==> src/core/mri_cfg.svh <==
// constants of the multiplexed register input block
`ifndef MRI_CFG_SVH
`define MRI_CFG_SVH
`define MRI_CLK_MHZ 100
`define MRI_DATA_W 16
`define MRI_CH_W 3
`define MRI_NCH 8
`define MRI_DIGIT_W 4
`define MRI_DIGIT_MAX 4'h9
`define MRI_STROBE_US 2000
`define MRI_SETUP_US 180
`define MRI_GAP_US 10
`define MRI_RESPONSE_MS 20
`define MRI_CNT_W 20
`define MRI_REQ_BAD_MASK 16'hfff8
`define MRI_STROBE_IDLE 8'hff
`define MRI_WORD_RST 16'h0000
`endif

==> src/core/mri_pkg.sv <==
// types shared by the multiplexed register input block
package mri_pkg;
  typedef enum logic [3:0] {
    MRI_IDLE = 4'b0001,
    MRI_SETUP = 4'b0010,
    MRI_HOLD = 4'b0100,
    MRI_GAP = 4'b1000
  } mri_st_e;

  // everything arriving from the field pins and the module switches
  typedef struct packed {
    logic fmt_bcd;
    logic pol_low;
    logic unsettled;
    logic [15:0] data;
  } mri_pins_s;

  typedef struct packed {
    mri_pins_s s1;
    mri_pins_s s2;
    mri_pins_s s3;
    mri_pins_s clean;
  } mri_sync_s;

  typedef struct packed {
    mri_st_e st;
    logic [19:0] cnt;
    logic [2:0] ch;
    logic [2:0] req_ch;
    logic req_valid;
    logic req_err;
    logic [7:0] strobe_n;
    logic [15:0] echo;
    logic [15:0] data;
    logic data_valid;
    logic update;
    logic fmt_err;
    logic bcd_err;
  } mri_state_s;
endpackage

==> src/core/mri_sync.sv <==
// three-stage input synchroniser with agreement filter
`timescale 1ns/1ns
module mri_sync
  import mri_pkg::*;
(
  input wire logic core_clk,
  input wire logic arst_n,
  input wire mri_pins_s pins,
  output mri_pins_s clean
);
  mri_sync_s q;
  mri_sync_s d;

  always_comb
  begin
    d = q;
    d.s1 = pins;
    d.s2 = q.s1;
    d.s3 = q.s2;
    // a bit moves only once the second and third stages agree
    d.clean = (q.s2 & q.s3) | (q.clean & (q.s2 | q.s3));
  end

  always_ff @(posedge core_clk or negedge arst_n)
  begin
    if (!arst_n)
      q <= '0;
    else
      q <= d;
  end

  assign clean = q.clean;
endmodule

==> src/core/mri_top.sv <==
// channel-select register input: strobes one field device and returns echo and data
`timescale 1ns/1ns
`include "mri_cfg.svh"
// Behaviour
// RULE1: one channel per cycle, latest request
// RULE2: eight strobed channels share one data path
// RULE3: answer with data plus channel echo
// RULE4: one request register, two readback registers
// RULE5: first readback echo, second field data
// RULE6: BCD mode accepts digits 0000 to 9999
// RULE7: binary mode passes full range to FFFF
// RULE8: address devices by strobes only
// RULE9: strobes active low, idle high
// RULE10: field data stable 180 us after strobe
// RULE11: field data held at least 100 us
// RULE12: field change visible within 20 ms
// RULE13: unsettled field data is never passed
// RULE14: unselected devices release the data lines
// RULE15: polarity switch inverts true-low data
// RULE16: format switch selects BCD or binary
// RULE17: BCD map with BCD switch is erroneous
// RULE18: inputs 32 bits or 2 words, output 16 bits or 1 word
// RULE19: only the requested strobe is ever low
module mri_top
  import mri_pkg::*;
#(
  parameter int STROBE_CYC = `MRI_STROBE_US * `MRI_CLK_MHZ,
  parameter int SETUP_CYC = `MRI_SETUP_US * `MRI_CLK_MHZ,
  parameter int GAP_CYC = `MRI_GAP_US * `MRI_CLK_MHZ
)
(
  input wire logic core_clk,
  input wire logic arst_n,
  input wire logic req_wr,
  input wire logic [15:0] req_word,
  input wire logic map_bcd,
  input wire logic fmt_bcd,
  input wire logic pol_low,
  input wire logic [15:0] field_data,
  input wire logic field_value_unsettled,
  output logic [7:0] field_strobe_n,
  output logic [15:0] channel_echo,
  output logic [15:0] selected_channel_data,
  output logic data_update,
  output logic data_valid,
  output logic request_err,
  output logic format_err,
  output logic bcd_digit_err
);
  mri_state_s q;
  mri_state_s d;
  mri_pins_s pins;
  mri_pins_s clean;
  logic [15:0] value;

  function automatic logic [7:0] chan_onehot(input logic [2:0] ch);
    chan_onehot = 8'(1) << ch; // see RULE2
  endfunction

  function automatic logic bad_bcd(input logic [15:0] v);
    logic bad;
    bad = 1'b0;
    for (int i = 0; i < `MRI_DATA_W / `MRI_DIGIT_W; i++)
    begin
      if (v[i * `MRI_DIGIT_W +: `MRI_DIGIT_W] > `MRI_DIGIT_MAX)
        bad = 1'b1;
    end
    bad_bcd = bad;
  endfunction

  // switches and field lines are asynchronous to core_clk
  assign pins = '{fmt_bcd: fmt_bcd, pol_low: pol_low,
                  unsettled: field_value_unsettled, data: field_data};

  mri_sync u_sync (
    .core_clk(core_clk),
    .arst_n(arst_n),
    .pins(pins),
    .clean(clean)
  );

  // data arrives true-low when the polarity switch says so
  assign value = clean.pol_low ? ~clean.data : clean.data; // see RULE15

  always_comb
  begin
    d = q;
    d.update = 1'b0;
    d.fmt_err = map_bcd & clean.fmt_bcd; // see RULE17
    // a request outside the eight channels is refused and flagged
    if (req_wr)
    begin
      if ((req_word & `MRI_REQ_BAD_MASK) != `MRI_WORD_RST)
        d.req_err = 1'b1;
      else
      begin
        d.req_ch = req_word[`MRI_CH_W-1:0]; // see RULE1
        d.req_valid = 1'b1;
        d.req_err = 1'b0;
      end
    end
    case (q.st)
      MRI_IDLE:
      begin
        // the last request is polled again and again so field changes keep flowing
        if (q.req_valid)
        begin
          d.ch = q.req_ch;
          d.strobe_n = ~chan_onehot(q.req_ch); // see RULE8 see RULE19
          d.cnt = '0;
          d.st = MRI_SETUP;
        end
      end
      MRI_SETUP:
      begin
        d.cnt = q.cnt + 20'(1);
        // sample only after the field's setup time has run out
        if (q.cnt == 20'(SETUP_CYC - 1)) // see RULE10
        begin
          d.st = MRI_HOLD;
          if (!clean.unsettled) // see RULE13
          begin
            d.data = value; // see RULE7 see RULE16
            d.echo = 16'(q.ch); // see RULE3 see RULE5
            d.update = 1'b1;
            d.data_valid = 1'b1;
            d.bcd_err = clean.fmt_bcd & bad_bcd(value); // see RULE6
          end
        end
      end
      MRI_HOLD:
      begin
        d.cnt = q.cnt + 20'(1);
        if (q.cnt == 20'(STROBE_CYC - 1)) // see RULE9
        begin
          d.strobe_n = `MRI_STROBE_IDLE;
          d.cnt = '0;
          d.st = MRI_GAP;
        end
      end
      MRI_GAP:
      begin
        // brief idle lets the old device release the shared lines
        d.cnt = q.cnt + 20'(1);
        if (q.cnt == 20'(GAP_CYC - 1))
          d.st = MRI_IDLE;
      end
      default:
      begin
        d.st = MRI_IDLE;
        d.strobe_n = `MRI_STROBE_IDLE;
        d.cnt = '0;
      end
    endcase
  end

  always_ff @(posedge core_clk or negedge arst_n)
  begin
    if (!arst_n)
    begin
      q <= '0;
      q.st <= MRI_IDLE;
      q.strobe_n <= `MRI_STROBE_IDLE;
    end
    else
      q <= d;
  end

  assign field_strobe_n = q.strobe_n;
  assign channel_echo = q.echo; // see RULE4
  assign selected_channel_data = q.data; // see RULE4 see RULE18
  assign data_update = q.update;
  assign data_valid = q.data_valid;
  assign request_err = q.req_err;
  assign format_err = q.fmt_err;
  assign bcd_digit_err = q.bcd_err;

  // helper: cycles since the last data update while a request stands and the field is settled
  logic [23:0] since_upd_q;
  localparam int RESP_CYC = `MRI_RESPONSE_MS * 1000 * `MRI_CLK_MHZ;
  always_ff @(posedge core_clk or negedge arst_n)
  begin
    if (!arst_n)
      since_upd_q <= '0;
    else if (q.update || !q.req_valid || clean.unsettled)
      since_upd_q <= '0;
    else if (since_upd_q != 24'hffffff)
      since_upd_q <= since_upd_q + 24'(1);
  end

  // helper: strobe-low stretch and strobe-high stretch, in cycles
  logic [19:0] low_len_q;
  logic [19:0] high_len_q;
  always_ff @(posedge core_clk or negedge arst_n)
  begin
    if (!arst_n)
    begin
      low_len_q <= '0;
      high_len_q <= '0;
    end
    else if (&field_strobe_n)
    begin
      low_len_q <= '0;
      // saturate so the long idle after reset cannot wrap into a false gap
      if (high_len_q != '1)
        high_len_q <= high_len_q + 20'(1);
    end
    else
    begin
      low_len_q <= low_len_q + 20'(1);
      high_len_q <= '0;
    end
  end
endmodule

==> config.mk <==
export PLATFORM = sky130hd
export DESIGN_NAME = mri_top
export DESIGN_NICKNAME = d
export VERILOG_FILES = /design/src/core/mri_pkg.sv /design/src/core/mri_sync.sv /design/src/core/mri_top.sv
export VERILOG_INCLUDE_DIRS = /design/src /design/src/core
export SDC_FILE = /design/constraint.sdc
export NUM_CORES = 1
export LEC_CHECK = 0
export BUFFER_PORTS_ARGS = -buffer_cell sky130_fd_sc_hd__buf_2
export CAP_MARGIN = 25
export CORE_AREA = 2 2 110 112
export CTS_BUF_LIST = sky130_fd_sc_hd__clkbuf_4 sky130_fd_sc_hd__clkbuf_8
export CTS_CLUSTER_SIZE = 20
export DETAILED_ROUTE_END_ITERATION = 10
export DIE_AREA = 0 0 112 114
export PLACE_DENSITY = 0.7
export SLEW_MARGIN = 10
export SYNTH_ARGS = -nofsm -noshare
export SYNTH_HDL_FRONTEND = slang
export SYNTH_SLANG_ARGS = --single-unit
export TNS_END_PERCENT = 1
==> constraint.sdc <==
create_clock -name core_clk -period 2.9 [get_ports core_clk]
set_input_delay 0.435 -clock core_clk [delete_from_list [all_inputs] [get_ports core_clk]]
set_output_delay 0.435 -clock core_clk [all_outputs]
set_load 0.005 [all_outputs]
-- Word-level counts from Yosys, hierarchy flattened
Cells that the tools add are included.
- equal/unequal tests: 11
- add/subtract/negate cells: 1
- reduce and logical (&&, ||, !) cells: 7
- bitwise logic cells: 11
- multiplexer cells: 20
- shifts and indexed selects: 1
- order comparisons: 4
- operator list (operator ; number):
    $pmux W24 S4 ; 1
    $and A19 B19 Y19 ; 2
    $or A19 B19 Y19 ; 2
    $mux W27 ; 1
    $mux W24 ; 1
    $pmux W8 S3 ; 1
    $add A20 B1 Y20 const B ; 1
    $eq A20 B10 Y1 const B ; 1
    $eq A20 B15 Y1 const B ; 1
    $eq A20 B18 Y1 const B ; 1
    $gt A4 B4 Y1 const B ; 4
    $mux W16 ; 1
    $mux W8 ; 2
    $not A16 Y16 ; 1
    $reduce_bool A16 Y1 ; 1
    $mux W1 ; 11
    $mux W4 ; 2
    $ne A2 B2 Y1 const B ; 4
    $not A8 Y8 ; 1
    $shl A1 B3 Y8 const A ; 1
    $reduce_and A3 Y1 ; 2
    $eq A4 B1 Y1 const B ; 1
    $eq A4 B2 Y1 const B ; 1
    $eq A4 B3 Y1 const B ; 1
    other kinds (6) ; 10
- input bits: 39
- bits in registers: 139

-- Logic depth before layout (Yosys ltp)
- depth after elaboration: 11
- depth in mapped cells: 8
- gate-level depth less buffers: 6

-- Modules after synthesis
A second synthesis with hierarchy kept.
- cells, all modules: 482
- area, all modules: 5913.2 um^2
- modules (own cells, without submodules) (module ; area an instance (um^2) ; cells each ; times used):
    mri_top ; 3654.8 ; 368 ; 1
    mri_sync ; 2258.4 ; 114 ; 1

-- Worst setup path before layout
Ideal clock, no wire load.
- path type: reg-to-reg
- start: register q[63] (netlist bit)
- end: register q, in the netlist selected_channel_data[0]
- clock period less this slack: 2478 ps
- data required time: 2775 ps
- library setup time: 125 ps
- data arrival time: 2353 ps
- setup slack: 422 ps
- stages on the path, launching flop included: 6
- path buffers: 1
- path through: dfrtp_1 or4_1 or4_4 or4b_4 buf_6 mux2_4
- longest elaborated chain between the ends: 2
- ends and longest elaborated chain (element ; line ; text):
    start, declared ; mri_top.sv:50 ; mri_state_s q;
    $eq A20 B15 Y1 ; mri_top.sv:118 ; if (q.cnt == 20'(SETUP_CYC - 1))
    $reduce_and A3 Y1 (no source line) ; - ;
Every way passes these cells.
A chain may end at the register's enable or synchronous reset.

-- Worst setup path after layout
- start: register q[68] (netlist bit)
- end: register q, in the netlist selected_channel_data[8]
The elaborated chain is that of the path after synthesis.

==> metrics.cfg <==
[outcome]
status=completed

[routing]
wl_per_cell_um=15.4
vias_per_cell=5.28
vias=3471
ant_nets=0
detail_route.iter0.violations=203
drcViolationCount=0
dr.pass1.iters=4
wirelength_um=10100

[placed_design]
gp_congestion=0.898
io_buffers=70
place_area_um2=5920
dp_hpwl_um=6740

[global_route]
grt_pass1_wl_um=17000
overflow=0
grt_start_max_net_pins=87
grt_pass1_vias=3527
gr-usage-all-layers=0.171
antenna_found_initial=0

[synth]
syn_inst=449
synthTopCellsByArea=dfrtp_1 57%, buf_4 5.4%, dfstp_2 4.2%
ys.flop_type=dfrtp_1
synth_seq_cells=139
synth_edf_count=0
syn-cell-area_um2=5660
synthArstFlopShare=1.00
synth-warning-count=0
synth-seq-area-share=0.617
synth_cell_type_count=53
yosysTopAreaCell=dfrtp_1
avgSynthCellArea_um2=12.6
netlist.area_leader.share=0.575

[clock_network]
cts_buffers=17
cts_root_buf=clkbuf_8
htree_levels=4
insertion_delay_ns=0.44
ctsResizeCount=0
cts_tree=done
clockBufferDepth=2
cts_sinks=139
path_clk_slew_ns=0.08
cts_setup_buffers=0
holdBufCountCts=0

[pwr]
power_leakage_nw=2.98
powerDensity_nw_per_um2=645
ir_worst_vdd_mv=0.460

[sta]
tns_ns=0
drv_slew=0
fmax_mhz=377
skew_ns=0.00802
finalCriticalPeriod_ns=2.65
rsz0062_at_grt=no
whs_ns=0.0598
timing.final.crit_share=0.915
finalHoldViolations=0
tightest_slew_ns=0.933
slew_headroom=0.378
report.final.setup_viol=0

[cells_and_area]
postLayoutCellArea_um2=6320
drive_gt1_frac=0.288
final_nets=539
area_growth_pct=11.6
layout_common_cells=130 x dfrtp_1, 69 x buf_2, 35 x o21ai_0
insertedDiodeCount=0
layout_commonest_cell=dfrtp_1

[floorplanning]
ioPinCount=84
rows=40
die_w_um=112
coreArea_um2=11700
dieArea_um2=12800
chipHeight_um=114
start_util=0.483

[setup_path]
rr_startpoint=q[68]$_DFFE_PN0P_
reg2reg_slack_ns=0.25
slowest_delay_ns=0.72
cpMaxStageDelayCell=or4b_4
r2r-end=selected_channel_data[8]$_DFFE_PN0P_
crit_type=reg -> reg
path_cells=or4_1 -> or4_4 -> or4b_4 -> mux2_4
cp-end-kind=flip-flop
start_kind=flip-flop
crit_fanout=21
ff2ff_path_depth=4
required_ns=3.22
cp_data_arrival_time_ns=2.98

[worst_hold_path]
hold_path_class=in -> async

[job]
max_cap_violations=0

==> flip-flops by register name (all words and copies together), names as in the netlist <==
signal                 flops
channel_echo               3
u_sync.d                  38
format_err                 1
selected_channel_data     16
data_valid                 1
u_sync.clean              19
bcd_digit_err              1
u_sync.q                  19
data_update                1
field_strobe_n             8
request_err                1
q                         31
==> critical path: cells and delay by family, from the launching register on <==
kind | cells | cell delay [ns]
flops | 1 | 0.46
mux | 1 | 0.36
simple gates | 3 | 1.69
==> cell usage after synthesis (3+ instances only) <==
library cell and number:
dfrtp_1 130, buf_4 41, o21ai_0 35, nand2_1 28
maj3_1 19, xor2_1 19, mux2_4 15, a21oi_1 13
clkbuf_1 12, nand3_1 11, nand4_1 10, dfstp_2 9
nor2_1 9, a31oi_1 8, mux2_2 7, inv_1 6
nand2b_1 6, nor4_1 6, nor3_1 5, a22o_1 4
nor3b_1 4, or3_1 4, a21o_1 3, nor4b_1 3
or4_1 3, or4b_2 3
==> final cells by class <==
type	count	area [um^2]
clock buffers	18	248
fillers	1020	5390
flip-flops and latches	139	3490
clock inverters	12	148
inverters	6	22.5
well taps	147	184
repair buffers	77	422
multi-input cells	258	1800
==> worst max-delay path by stage <==
stage          cells past startpoint                                   end  slack, ns         startpoint
2_1_floorplan                      5  selected_channel_data[0]$_DFFE_PN0P_       0.42  q[63]$_DFFE_PN0P_
3_3_place_gp                       4  selected_channel_data[1]$_DFFE_PN0P_       0.31  q[63]$_DFFE_PN0P_
3_5_place_dp                       4  selected_channel_data[8]$_DFFE_PN0P_       0.26  q[68]$_DFFE_PN0P_
5_1_grt                            4  selected_channel_data[6]$_DFFE_PN0P_       0.18  q[68]$_DFFE_PN0P_
4_1_cts                            4  selected_channel_data[8]$_DFFE_PN0P_       0.24  q[68]$_DFFE_PN0P_
6_report                           4  selected_channel_data[8]$_DFFE_PN0P_       0.25  q[68]$_DFFE_PN0P_
==> through the flow <==
stage	setup slack [ns]	utilization	power, W	cells
2_1_floorplan	0.422	-	0.00244	461
3_3_place_gp	0.315	0.506	0.00253	627
3_5_place_dp	0.258	0.506	0.00255	627
4_1_cts	0.240	0.539	0.00413	657
5_1_grt	0.180	0.539	0.00427	657
6_report	0.247	0.539	0.00407	657
==> per-layer routing <==
layer  global-route usage  share of wire
met1                0.215           0.45
met2                0.276           0.48
met3               0.0526          0.053
met4               0.0740          0.014
met5                    0              0
==> kinds of logic after synthesis <==
logic type / after synthesis / synth area share
compound gates: 72 / 0.0745
buf+inv: 64 / 0.0725
fa+ha+maj: 20 / 0.0358
xor+xnor: 21 / 0.0325
mux: 24 / 0.0573
flops: 139 / 0.617
simple gates: 108 / 0.110
other cells: 1 / 0.000663
==> power breakdown <==
group / leakage [nW] / internal, W / switching (W) / total, W
Sequential: 1.73 / 0.00210 / 0.0000872 / 0.00218
Combinational: 1.05 / 0.000145 / 0.000182 / 0.000326
Clock: 0.201 / 0.000860 / 0.000706 / 0.00157
Total: 2.98 / 0.00310 / 0.000975 / 0.00407
No activity file was read; power rests on OpenSTA's default activity.
